$ cat src/usc_map.svh
// Purpose: Offsets, field positions, reset values and timing counts of the serial shift control.
// Assumes: Byte addresses on a 32-bit Avalon-MM slave, one register per aligned word.
// Notes: Included by its bare name; holds definitions only.
// Contract
// - Overflow enable plus global enable lets a set overflow flag request an interrupt.
// - A pending overflow flag raises the request at once when both enables become one.
// - Wire mode alters outputs only; inputs still clock and feed the shifter; start flag setting is also gated on two-wire modes.
// - Wire mode zero disables outputs, clock holds and start detection; pins follow port bits.
// - Three-wire mode puts shifter output on the data pin; direction and pull-up unchanged.
// - Two-wire data driver pulls low when shifter MSB or port bit is zero.
// - Two-wire clock driver pulls low when port bit is zero or a hold is demanded.
// - After a start condition the clock stays low until software clears the start flag.
// - Two-wire modes disable both pull-ups; input paths stay as they are.
// - Wire mode three also holds clock low from overflow until the flag clears.
// - External clock changes output on the opposite edge; internal clocks keep latch transparent.
// - Clock source zero applies no clock unless strobe written one, which clocks both.
// - Software strobe shifts and counts at once, shifting in last cycle's sample.
// - Clock source one clocks shifter and counter on timer compare match.
// - External source picks shift edge by low bit; counter counts both edges.
// - External source with strobe bit set counts toggle strobe writes instead.
// - Toggle strobe inverts the clock port bit whatever its direction bit says.
// - Strobe and toggle strobe bits always read as zero.
// - Overflow flag sets on counter wrap to zero; cleared by write one or buffer read.
// - Two-wire start flag sets on a detected start; only a written one clears it.
`ifndef USC_MAP_SVH
`define USC_MAP_SVH
`define USC_ADDR_CONTROL   8'h00
`define USC_ADDR_STATUS    8'h04
`define USC_ADDR_DATA      8'h08
`define USC_ADDR_BUFFER    8'h0c
`define USC_ADDR_PINS      8'h10
`define USC_CTL_OVF_IE     6
`define USC_CTL_WM_HI      5
`define USC_CTL_WM_LO      4
`define USC_CTL_CS_HI      3
`define USC_CTL_CS_LO      2
`define USC_CTL_STROBE     1
`define USC_CTL_TOGGLE     0
`define USC_STA_START      7
`define USC_STA_OVF        6
`define USC_STA_CNT_HI     3
`define USC_PIN_CLK_PORT   0
`define USC_PIN_CLK_DIR    1
`define USC_PIN_DAT_PORT   2
`define USC_PIN_DAT_DIR    3
`define USC_PIN_DO_PORT    4
`define USC_PIN_DO_DIR     5
`define USC_PIN_HI         5
`define USC_CNT_MAX        4'hf
`define USC_RESET_BYTE     8'h00
`define USC_RESET_PINS     6'h00
`define USC_SYNC_STAGES    2
`endif

$ cat src/usc_pkg.sv
// Purpose: Types shared by the serial shift control modules.
// Assumes: Encodings follow the two-bit wire mode and clock source fields.
// Notes: Constants live in usc_map.svh.
`default_nettype none
package usc_pkg;
  typedef enum logic [1:0] {
    usc_wm_off,
    usc_wm_three,
    usc_wm_two,
    usc_wm_two_hold
  } usc_wire_mode_e;
  typedef enum logic [1:0] {
    usc_cs_soft,
    usc_cs_timer,
    usc_cs_ext_pos,
    usc_cs_ext_neg
  } usc_clock_src_e;
endpackage : usc_pkg
`default_nettype wire

$ cat src/usc_edge_if.sv
// Purpose: Carries a synchronised pin level and its edge pulses.
// Assumes: All signals belong to the system clock domain.
// Notes: One instance per sampled pin.
`default_nettype none
interface usc_edge_if;
  logic level;
  logic rise;
  logic fall;
  modport src (output level, output rise, output fall);
  modport dst (input level, input rise, input fall);
endinterface : usc_edge_if
`default_nettype wire

$ cat src/usc_serial_ctrl.sv
// Purpose: Control logic of a serial shift unit with 8-bit shifter and 4-bit counter.
// Assumes: Avalon-MM slave with waitrequest; start detector and timer are outside.
// Notes: Pins are split into input, output and output enable; pads resolve the wire.
//
// Our own choices: the Avalon-MM interface to the registers and the register offsets.
`default_nettype none
`include "usc_map.svh"
module usc_serial_ctrl
  import usc_pkg::*;
(
  input  wire logic        clk,
  input  wire logic        rst,
  input  wire logic [7:0]  avs_address,
  input  wire logic        avs_read,
  input  wire logic        avs_write,
  input  wire logic [31:0] avs_writedata,
  input  wire logic [3:0]  avs_byteenable,
  output logic [31:0]      avs_readdata,
  output logic             avs_waitrequest,
  input  wire logic        global_irq_enable,
  output logic             overflow_irq_request,
  input  wire logic        timer_compare_match,
  input  wire logic        start_detected,
  input  wire logic        serial_data_in_i,
  output logic             serial_data_in_o,
  output logic             serial_data_in_oe,
  output logic             serial_data_in_pullup,
  input  wire logic        serial_clock_pin_i,
  output logic             serial_clock_pin_o,
  output logic             serial_clock_pin_oe,
  output logic             serial_clock_pin_pullup,
  output logic             data_out_o,
  output logic             data_out_oe,
  output logic             data_out_pullup
);
  usc_edge_if data_edge ();
  usc_edge_if clock_edge ();

  usc_pin_sync data_sync (
    .clk    (clk),
    .rst    (rst),
    .pin_i  (serial_data_in_i),
    .edge_o (data_edge)
  );

  usc_pin_sync clock_sync (
    .clk    (clk),
    .rst    (rst),
    .pin_i  (serial_clock_pin_i),
    .edge_o (clock_edge)
  );

  logic                   served_reg;
  logic                   served_next;
  logic [31:0]            rdata_reg;
  logic [31:0]            rdata_next;
  logic                   ovf_ie_reg;
  logic                   ovf_ie_next;
  usc_wire_mode_e         wm_reg;
  usc_wire_mode_e         wm_next;
  usc_clock_src_e         cs_reg;
  usc_clock_src_e         cs_next;
  logic                   clk_sel_reg;
  logic                   clk_sel_next;
  logic [`USC_PIN_HI:0]   pins_reg;
  logic [`USC_PIN_HI:0]   pins_next;
  logic [7:0]             shift_reg;
  logic [7:0]             shift_next;
  logic [7:0]             buffer_reg;
  logic [7:0]             buffer_next;
  logic [3:0]             cnt_reg;
  logic [3:0]             cnt_next;
  logic                   ovf_flag_reg;
  logic                   ovf_flag_next;
  logic                   start_flag_reg;
  logic                   start_flag_next;
  logic                   latch_reg;
  logic                   latch_next;
  logic                   di_prev_reg;
  logic                   di_prev_next;

  logic                   wr_go;
  logic                   rd_go;
  logic                   wr_ctl;
  logic                   wr_sta;
  logic                   wr_dat;
  logic                   wr_pin;
  logic                   rd_buf;
  logic                   soft_strobe;
  logic                   toggle_strobe;
  logic                   ext_shift_edge;
  logic                   ext_other_edge;
  logic                   ext_any_edge;
  logic                   shift_tick;
  logic                   cnt_tick;
  logic                   shift_in;
  logic                   data_msb;
  logic                   two_wire;
  logic                   clk_hold;
  logic [7:0]             ctl_read;
  logic [7:0]             sta_read;

  // The slave answers every access in its second cycle; the first registers read data.
  assign avs_waitrequest = (avs_read | avs_write) & ~served_reg;
  assign wr_go  = avs_write & served_reg & avs_byteenable[0];
  assign rd_go  = avs_read & served_reg;
  assign wr_ctl = wr_go & (avs_address == `USC_ADDR_CONTROL);
  assign wr_sta = wr_go & (avs_address == `USC_ADDR_STATUS);
  assign wr_dat = wr_go & (avs_address == `USC_ADDR_DATA);
  assign wr_pin = wr_go & (avs_address == `USC_ADDR_PINS);
  assign rd_buf = rd_go & (avs_address == `USC_ADDR_BUFFER);
  assign avs_readdata = rdata_reg;

  assign soft_strobe   = wr_ctl & avs_writedata[`USC_CTL_STROBE];
  assign toggle_strobe = wr_ctl & avs_writedata[`USC_CTL_TOGGLE];

  // Edges come from the synchronised pin whatever the wire mode.
  assign ext_shift_edge = cs_reg[0] ? clock_edge.fall : clock_edge.rise;
  assign ext_other_edge = cs_reg[0] ? clock_edge.rise : clock_edge.fall;
  assign ext_any_edge   = clock_edge.rise | clock_edge.fall;

  always_comb begin
    shift_tick = 1'b0;
    cnt_tick   = 1'b0;
    shift_in   = data_edge.level;
    unique case (cs_reg)
      usc_cs_soft: begin
        shift_tick = soft_strobe;
        cnt_tick   = soft_strobe;
        shift_in   = di_prev_reg;
      end
      usc_cs_timer: begin
        shift_tick = timer_compare_match;
        cnt_tick   = timer_compare_match;
      end
      usc_cs_ext_pos, usc_cs_ext_neg: begin
        shift_tick = ext_shift_edge;
        cnt_tick   = clk_sel_reg ? toggle_strobe : ext_any_edge;
      end
    endcase
  end

  // Internal clocks see the shifter MSB directly; external clocks go through the latch.
  assign data_msb = cs_reg[1] ? latch_reg : shift_reg[7];
  assign two_wire = wm_reg[1];
  // Holds exist only in two-wire modes, so mode zero never stretches the clock.
  assign clk_hold = two_wire & (start_flag_reg
                  | ((wm_reg == usc_wm_two_hold) & ovf_flag_reg));

  always_comb begin
    ctl_read = `USC_RESET_BYTE;
    ctl_read[`USC_CTL_OVF_IE] = ovf_ie_reg;
    ctl_read[`USC_CTL_WM_HI:`USC_CTL_WM_LO] = wm_reg;
    ctl_read[`USC_CTL_CS_HI:`USC_CTL_CS_LO] = cs_reg;
    sta_read = `USC_RESET_BYTE;
    sta_read[`USC_STA_START] = start_flag_reg;
    sta_read[`USC_STA_OVF] = ovf_flag_reg;
    sta_read[`USC_STA_CNT_HI:0] = cnt_reg;
  end

  always_comb begin
    served_next = (avs_read | avs_write) & ~served_reg;
    rdata_next  = rdata_reg;
    if (avs_read & ~served_reg) begin
      unique case (avs_address)
        `USC_ADDR_CONTROL: rdata_next = {24'h000000, ctl_read};
        `USC_ADDR_STATUS:  rdata_next = {24'h000000, sta_read};
        `USC_ADDR_DATA:    rdata_next = {24'h000000, shift_reg};
        `USC_ADDR_BUFFER:  rdata_next = {24'h000000, buffer_reg};
        `USC_ADDR_PINS:    rdata_next = {26'h0000000, pins_reg};
        default:           rdata_next = 32'h00000000;
      endcase
    end
  end

  always_comb begin
    ovf_ie_next     = ovf_ie_reg;
    wm_next         = wm_reg;
    cs_next         = cs_reg;
    clk_sel_next    = clk_sel_reg;
    pins_next       = pins_reg;
    shift_next      = shift_reg;
    buffer_next     = buffer_reg;
    cnt_next        = cnt_reg;
    ovf_flag_next   = ovf_flag_reg;
    start_flag_next = start_flag_reg;
    latch_next      = latch_reg;
    di_prev_next    = data_edge.level;
    if (wr_ctl) begin
      ovf_ie_next  = avs_writedata[`USC_CTL_OVF_IE];
      wm_next      = usc_wire_mode_e'(avs_writedata[`USC_CTL_WM_HI:`USC_CTL_WM_LO]);
      cs_next      = usc_clock_src_e'(avs_writedata[`USC_CTL_CS_HI:`USC_CTL_CS_LO]);
      clk_sel_next = avs_writedata[`USC_CTL_STROBE];
    end
    if (wr_pin) begin
      pins_next = avs_writedata[`USC_PIN_HI:0];
    end
    if (toggle_strobe) begin
      pins_next[`USC_PIN_CLK_PORT] = ~pins_reg[`USC_PIN_CLK_PORT];
    end
    // A write to the data register wins over a shift in the same cycle.
    if (wr_dat) begin
      shift_next = avs_writedata[7:0];
    end else if (shift_tick) begin
      shift_next = {shift_reg[6:0], shift_in};
    end
    if (cs_reg[1]) begin
      if (ext_other_edge) begin
        latch_next = shift_reg[7];
      end
    end else begin
      latch_next = shift_next[7];
    end
    if (wr_sta & avs_writedata[`USC_STA_OVF]) begin
      ovf_flag_next = 1'b0;
    end
    if (rd_buf) begin
      ovf_flag_next = 1'b0;
    end
    if (wr_sta) begin
      cnt_next = avs_writedata[`USC_STA_CNT_HI:0];
    end else if (cnt_tick) begin
      cnt_next = cnt_reg + 4'h1;
      if (cnt_reg == `USC_CNT_MAX) begin
        ovf_flag_next = 1'b1;
        buffer_next   = shift_next;
      end
    end
    if (wr_sta & avs_writedata[`USC_STA_START]) begin
      start_flag_next = 1'b0;
    end
    // The set is placed last so an event never loses to a clear in the same cycle.
    if (two_wire & start_detected) begin
      start_flag_next = 1'b1;
    end
  end

  always_ff @(posedge clk) begin
    if (rst) begin
      served_reg     <= 1'b0;
      rdata_reg      <= 32'h00000000;
      ovf_ie_reg     <= 1'b0;
      wm_reg         <= usc_wm_off;
      cs_reg         <= usc_cs_soft;
      clk_sel_reg    <= 1'b0;
      pins_reg       <= `USC_RESET_PINS;
      shift_reg      <= `USC_RESET_BYTE;
      buffer_reg     <= `USC_RESET_BYTE;
      cnt_reg        <= 4'h0;
      ovf_flag_reg   <= 1'b0;
      start_flag_reg <= 1'b0;
      latch_reg      <= 1'b0;
      di_prev_reg    <= 1'b0;
    end else begin
      served_reg     <= served_next;
      rdata_reg      <= rdata_next;
      ovf_ie_reg     <= ovf_ie_next;
      wm_reg         <= wm_next;
      cs_reg         <= cs_next;
      clk_sel_reg    <= clk_sel_next;
      pins_reg       <= pins_next;
      shift_reg      <= shift_next;
      buffer_reg     <= buffer_next;
      cnt_reg        <= cnt_next;
      ovf_flag_reg   <= ovf_flag_next;
      start_flag_reg <= start_flag_next;
      latch_reg      <= latch_next;
      di_prev_reg    <= di_prev_next;
    end
  end

  // Level request; a flag already pending appears as soon as both enables are one.
  assign overflow_irq_request = ovf_flag_reg & ovf_ie_reg & global_irq_enable;

  always_comb begin
    serial_data_in_o        = pins_reg[`USC_PIN_DAT_PORT];
    serial_data_in_oe       = pins_reg[`USC_PIN_DAT_DIR];
    serial_data_in_pullup   = ~pins_reg[`USC_PIN_DAT_DIR] & pins_reg[`USC_PIN_DAT_PORT];
    serial_clock_pin_o      = pins_reg[`USC_PIN_CLK_PORT];
    serial_clock_pin_oe     = pins_reg[`USC_PIN_CLK_DIR];
    serial_clock_pin_pullup = ~pins_reg[`USC_PIN_CLK_DIR] & pins_reg[`USC_PIN_CLK_PORT];
    data_out_o              = pins_reg[`USC_PIN_DO_PORT];
    data_out_oe             = pins_reg[`USC_PIN_DO_DIR];
    data_out_pullup         = ~pins_reg[`USC_PIN_DO_DIR] & pins_reg[`USC_PIN_DO_PORT];
    unique case (wm_reg)
      usc_wm_off: begin
      end
      usc_wm_three: begin
        data_out_o = data_msb;
      end
      usc_wm_two, usc_wm_two_hold: begin
        // Open drain: the pad only ever sinks, so the level driven is always zero.
        serial_data_in_o        = 1'b0;
        serial_data_in_oe       = pins_reg[`USC_PIN_DAT_DIR]
                                & (~data_msb | ~pins_reg[`USC_PIN_DAT_PORT]);
        serial_data_in_pullup   = 1'b0;
        serial_clock_pin_o      = 1'b0;
        serial_clock_pin_oe     = pins_reg[`USC_PIN_CLK_DIR]
                                & (~pins_reg[`USC_PIN_CLK_PORT] | clk_hold);
        serial_clock_pin_pullup = 1'b0;
      end
    endcase
  end
endmodule : usc_serial_ctrl
`default_nettype wire

$ cat src/usc_pin_sync.sv
// Purpose: Two-stage synchroniser with edge detection for one pin.
// Assumes: The pin is asynchronous to clk.
// Notes: Edges are reported in the same cycle as the synchronised level changes.
`default_nettype none
`include "usc_map.svh"
module usc_pin_sync
  import usc_pkg::*;
(
  input  wire logic  clk,
  input  wire logic  rst,
  input  wire logic  pin_i,
  usc_edge_if.src    edge_o
);
  logic [`USC_SYNC_STAGES-1:0] sync_reg;
  logic [`USC_SYNC_STAGES-1:0] sync_next;
  logic                        last_reg;
  logic                        last_next;

  always_comb begin
    sync_next = {sync_reg[`USC_SYNC_STAGES-2:0], pin_i};
    last_next = sync_reg[`USC_SYNC_STAGES-1];
  end

  always_ff @(posedge clk) begin
    if (rst) begin
      sync_reg <= '0;
      last_reg <= 1'b0;
    end else begin
      sync_reg <= sync_next;
      last_reg <= last_next;
    end
  end

  // Only the second stage is looked at, so a metastable first stage never leaks.
  assign edge_o.level = sync_reg[`USC_SYNC_STAGES-1];
  assign edge_o.rise  = sync_reg[`USC_SYNC_STAGES-1] & ~last_reg;
  assign edge_o.fall  = ~sync_reg[`USC_SYNC_STAGES-1] & last_reg;
endmodule : usc_pin_sync
`default_nettype wire

$ cat config.mk
export PLATFORM = sky130hd
export DESIGN_NAME = usc_serial_ctrl
export DESIGN_NICKNAME = d
export VERILOG_FILES = /design/src/usc_pkg.sv /design/src/usc_edge_if.sv /design/src/usc_serial_ctrl.sv /design/src/usc_pin_sync.sv
export VERILOG_INCLUDE_DIRS = /design/src
export SDC_FILE = /design/constraint.sdc
export NUM_CORES = 1
export LEC_CHECK = 0
export BUFFER_PORTS_ARGS = -buffer_cell sky130_fd_sc_hd__buf_2
export CORE_AREA = 2 2 77 79
export CTS_CLUSTER_SIZE = 16
export DETAILED_ROUTE_END_ITERATION = 6
export DIE_AREA = 0 0 79 81
export PLACE_DENSITY = 0.75
export RECOVER_POWER = 50
export SLEW_MARGIN = 15
export SYNTH_ARGS = -nofsm -noshare
export SYNTH_HDL_FRONTEND = slang
export SYNTH_SLANG_ARGS = --single-unit
$ cat constraint.sdc
create_clock -name clk -period 2.3 [get_ports clk]
set_input_delay 0.575 -clock clk [delete_from_list [all_inputs] [get_ports clk]]
set_output_delay 0.575 -clock clk [all_outputs]
set_load 0.02 [all_outputs]
== Word level (Yosys, flattened, before mapping) ==
Cells that the tools add are included.

* Shift operators: 0
* Bitwise gates (word level): 41
* Reduce and logical (&&, ||, !) cells: 8
* $lt $le $gt $ge: 0
* Equality and inequality tests: 12
* Multipliers: 0
* Divide/modulo/power cells: 0
* Muxes and demuxes: 30
* Add/sub/neg operators: 1

{| class="wikitable"
|+ Operators with widths
! kind !! count
|-
| case mux 8 bit (5 select lines) || 1
|-
| AND 1 bit || 26
|-
| 2-to-1 mux 1 bit || 23
|-
| == test 8 x 4 -> 1 bit (second input constant) || 2
|-
| 2-to-1 mux 8 bit || 2
|-
| inverter 1 bit || 10
|-
| == test 2 bit (second input constant) || 4
|-
| == test 8 x 3 -> 1 bit (second input constant) || 1
|-
| == test 8 x 5 -> 1 bit (second input constant) || 1
|-
| logical NOT 8 bit || 1
|-
| 2-to-1 mux 4 bit || 2
|-
| case mux 1 bit (3 select lines) || 2
|-
| nonzero test 2 bit || 3
|-
| OR 1 bit || 5
|-
| adder 4 x 1 -> 4 bit (second input constant) || 1
|-
| == test 2 x 1 -> 1 bit (second input constant) || 2
|-
| == test 4 bit (second input constant) || 1
|-
| OR reduction 2 bit || 2
|-
| AND reduction 3 bit || 1
|-
| logical NOT 2 bit || 1
|-
| != test 2 x 1 -> 1 bit (second input constant) || 1
|}

* RAM bits: 0
* Bits in latches: 0
* ROM bits: 0
* Logic and storage cells: 110
* Output and inout port bits: 43
* Memories: 0
* Register bits after elaboration: 74
* Input bits: 53

== Depth between registers and ports, before layout ==
* Word-level depth: 9
* Gate-level depth with buffers: 8
* Mapped depth without buffers: 7

== Modules after synthesis ==
Synthesis repeated with hierarchy kept, for this count alone.

* Cells, all modules: 318
* Area total of the unflattened synthesis: 2765.2 um^2

{| class="wikitable"
|+ By module, submodules not included
! module !! cells each !! times used !! area each (um^2) !! sequential area each (um^2)
|-
| usc_serial_ctrl || 302 || 1 || 2582.5 || 900.9
|-
| usc_pin_sync || 8 || 2 || 91.3 || 60.1
|}

== Least setup slack after synthesis ==
Ideal clock, no wire load.

* Path kind: input-to-reg
* From: in avs_address[2]
* To: reg cnt_reg[3]
* Data arrival time: 1.972 ns
* Stages: 6
* Buffers on the path: 1
* Setup slack: 0.238 ns
* Cell sequence: buf_4 > nor4_4 > o2111a_2 > nor2_2 > or3_1 > a311oi_1

* Longest elaborated chain between the ends: 6

{| class="wikitable"
|+ RTL lines
! element !! RTL line !! source
|-
| start, declared || usc_serial_ctrl.sv:13 || <nowiki>input wire logic [7:0] avs_address,</nowiki>
|-
| logical NOT 8 bit || -- ||
|-
| AND 1 bit || usc_serial_ctrl.sv:107 || <nowiki>assign wr_ctl = wr_go & (avs_address == `USC_ADDR_CONTROL);</nowiki>
|-
| AND 1 bit || usc_serial_ctrl.sv:115 || <nowiki>assign toggle_strobe = wr_ctl & avs_writedata[`USC_CTL_TOGGLE];</nowiki>
|-
| 2-to-1 mux 1 bit || usc_serial_ctrl.sv:138 || <nowiki>cnt_tick = clk_sel_reg ? toggle_strobe : ext_any_edge;</nowiki>
|-
| case mux 1 bit (3 select lines) || usc_serial_ctrl.sv:126 || <nowiki>unique case (cs_reg)</nowiki>
|-
| nonzero test 2 bit (no source line) || -- ||
|-
| end signal, assigned || usc_serial_ctrl.sv:264 || <nowiki>cnt_reg <= cnt_next;</nowiki>
|-
| end, declared || usc_serial_ctrl.sv:71 || <nowiki>logic [3:0] cnt_reg;</nowiki>
|}

Parallel ways exist; a longest one is shown, timed or not.
A chain may end at the register's enable or synchronous reset.

== Final worst setup path ==
* From: reg cs_reg[1]
* To: out data_out_o

* Longest elaborated chain between the ends: 2

{| class="wikitable"
|+ RTL lines
! element !! RTL line !! source
|-
| start, declared || usc_serial_ctrl.sv:61 || <nowiki>usc_clock_src_e cs_reg;</nowiki>
|-
| start signal, assigned || usc_serial_ctrl.sv:244 || <nowiki>cs_reg <= usc_cs_soft;</nowiki>
|-
| start signal, assigned || usc_serial_ctrl.sv:259 || <nowiki>cs_reg <= cs_next;</nowiki>
|-
| 2-to-1 mux 1 bit || usc_serial_ctrl.sv:144 || <nowiki>assign data_msb = cs_reg[1] ? latch_reg : shift_reg[7];</nowiki>
|-
| 2-to-1 mux 1 bit || usc_serial_ctrl.sv:285 || <nowiki>unique case (wm_reg)</nowiki>
|-
| end, declared || usc_serial_ctrl.sv:32 || <nowiki>output logic data_out_o,</nowiki>
|}

No other way between the ends.

==> results.yml <==
critical_path:
  critPathKind: "reg -> out"
  crit_required_ns: 1.73
  rr_worst_depth: 5
  cp-end-kind: "output pin"
  cp_max_fo: 9
  cp-start-kind: "flip-flop"
  cp.arrival_ns: 1.65
place:
  post-dp-hpwl_um: 5050
  port_buffers: 44
  gp_congestion: 0.865
  place_area_um2: 2970
  place_ws_ns: 0.0846
synthesis:
  netlist_area_um2: 2730
  yosys.cell_types.count: 49
  synth_top_cell_by_area: "dfxtp_1"
  synth_warnings: 0
  synthFlopType: "dfxtp_1"
  synth_commonest_cells: "50 x dfxtp_1, 46 x nor2_1, 25 x buf_4, 25 x nand2_1, 19 x mux2i_1"
  synth_seq_cells: 50
  ys_seq_area_share_pct: 36.7
  synth_top_area_share_pct: 36.7
  synthArstFlopShare_pct: 0
  synth_area_per_cell_um2: 8.29
  synth_most_common_cell: "dfxtp_1"
  synth-edff-count: 0
  synth_area_leaders: "dfxtp_1 37%, mux2i_1 7.0%, buf_4 6.9%"
  syn_inst: 329
cts:
  clock_latency_ns: 0.30
  postCtsSetupBuffers: 0
  root_buffer: "clkbuf_8"
  tritoncts: "yes"
  cts_resized: 0
  cts.clk_slew.worst_paths_ns: 0.09
  hold_buffers: 0
  htreeDepth: 2
  cts_sinks: 50
  clockBufferDepth: 2
  cts_buffers: 5
run:
  max_cap_viol_count: 0
routing:
  drt-pass1-iter-count: 4
  route.detailed.drc: 0
  antenna_left: 0
  vias: 2464
  wl_per_cell_um: 14.7
  via_per_inst: 5.45
  routed_wirelength_um: 6660
  drtIter0Drc: 216
final_layout:
  nets: 432
  final_design_area_no_fill_um2: 3040
  syn2layout_area_growth_pct: 11.5
  antennaDiodeCount: 0
  final_core_util_pct: 53.6
  drive_gt1_share_pct: 16.2
sta:
  setup_violations: 0
  fin_ws_ns: 0.0755
  tightest_slew_ns: 1.32
  finClkSkew_ns: 0.00714
  rsz0062_at_grt: "no"
  period_minus_slack_ns: 2.22
  slew_violations: 0
  setup_tns_ns: 0
  fin_crit_sh_pct: 96.7
  max-slew-margin-rel_pct: 12.2
  fmax_ghz: 0.450
  hold_violations: 0
pwr:
  power_mw: 1.57
  p_per_area_nw_per_um2: 517
  vdd_drop_max_mv: 0.235
  static-leakage-power_nw: 1.22
grt:
  grt_first_pass_wirelength_um: 10700
  grt_pass1_vias: 2264
  grt_max_degree: 31
  grt_overflow: 0
  antenna_found_initial: 0
  track_usage_pct: 21.4
floorplanning:
  rows: 28
  die_x_um: 79
  start_util_pct: 48.0
  coreArea_um2: 5680
  dieArea_um2: 6400
  die_height_um: 81
  io_pins: 96
hold_path:
  whs_path_depth: 1
  hold_path.class: "reg -> reg"
status:
  status: "completed"
==> report_power, final <==
part	internal (mW)	leakage (nW)	switching (mW)	total, mW
clock	0.243	0.0482	0.281	0.524
combinational	0.0491	0.770	0.118	0.167
sequential	0.875	0.405	0.00512	0.880
==> path summary, 6_finish.rpt <==
path | slack [ns] | endpoint | from
hold / removal | 0.44 | data_sync.sync_reg[1] | data_sync.sync_reg[0]
setup / recovery | 0.08 | data_out_o | cs_reg[1]
setup reg to reg | 0.23 | buffer_reg[1] | cs_reg[1]
hold reg to reg | 0.44 | data_sync.sync_reg[1] | data_sync.sync_reg[0]
==> critical path: stages, from the launching register on <==
cell and delay (ns):
dfxtp_1 0.51, mux2_2 0.41, mux2_2 0.27, buf_2 0.16
==> routing by layer <==
metal / up-vias / global-route usage, % / part of all wire (%)
met5: - / 0 / 0
met4: 0 / 6.55 / 1.4
met3: 11 / 3.67 / 7.0
met2: 88 / 36.5 / 49
met1: 1159 / 27.8 / 42
li1: 1206 / - / -
==> area by class of cell <==
class                           count  area (um^2)
Inverter                            6         22.5
Timing Repair Buffer               58          302
Fill cell                         560         2640
Clock buffer                        7         86.3
Multi-Input combinational cell    255         1530
Tap cell                           75         93.8
Clock inverter                      1         5.00
Sequential cell                    50         1000
==> stage by stage <==
stage / hold WS (ns) / std cells
finish: 0.441 / 452
global route: 0.460 / 452
CTS: 0.446 / 452
detailed placement: 0.424 / 444
global placement: 0.418 / 444
floorplan: 0.414 / 352
==> logic make-up (layout without fill, tap and decap cells) <==
kind of cell	Yosys count	after routing	synth area share, %
AOI/OAI and AO/OA	61	61	15.4
xor gates and xnor gates	1	1	0.321
adders and majority gates	3	3	1.38
buffers and inverters	47	72	10.3
DFF	50	50	36.7
muxes	25	25	9.45
other	1	24	0.138
and+or+nand+nor	141	141	26.3
==> cells in the final DEF (no fill, tap or decap), drive strengths merged, types with 2 or more instances in the layout <==
cell type,instances
clkbuf,25
nand4,3
nand2,26
mux2i,19
mux2,6
o21a,2
a32o,6
a22oi,3
and2,10
nor4,3
buf,40
nor2,47
nor2b,13
inv,6
and3,4
conb,24
nand2b,2
ha,3
a31oi,2
or3,2
nor3b,5
nor3,4
dfxtp,50
nand3,17
o21ai,13
o221ai,2
and4,2
a21oi,17
a221oi,5
a311oi,2
a211oi,2
(Power assumes the default switching activity.)
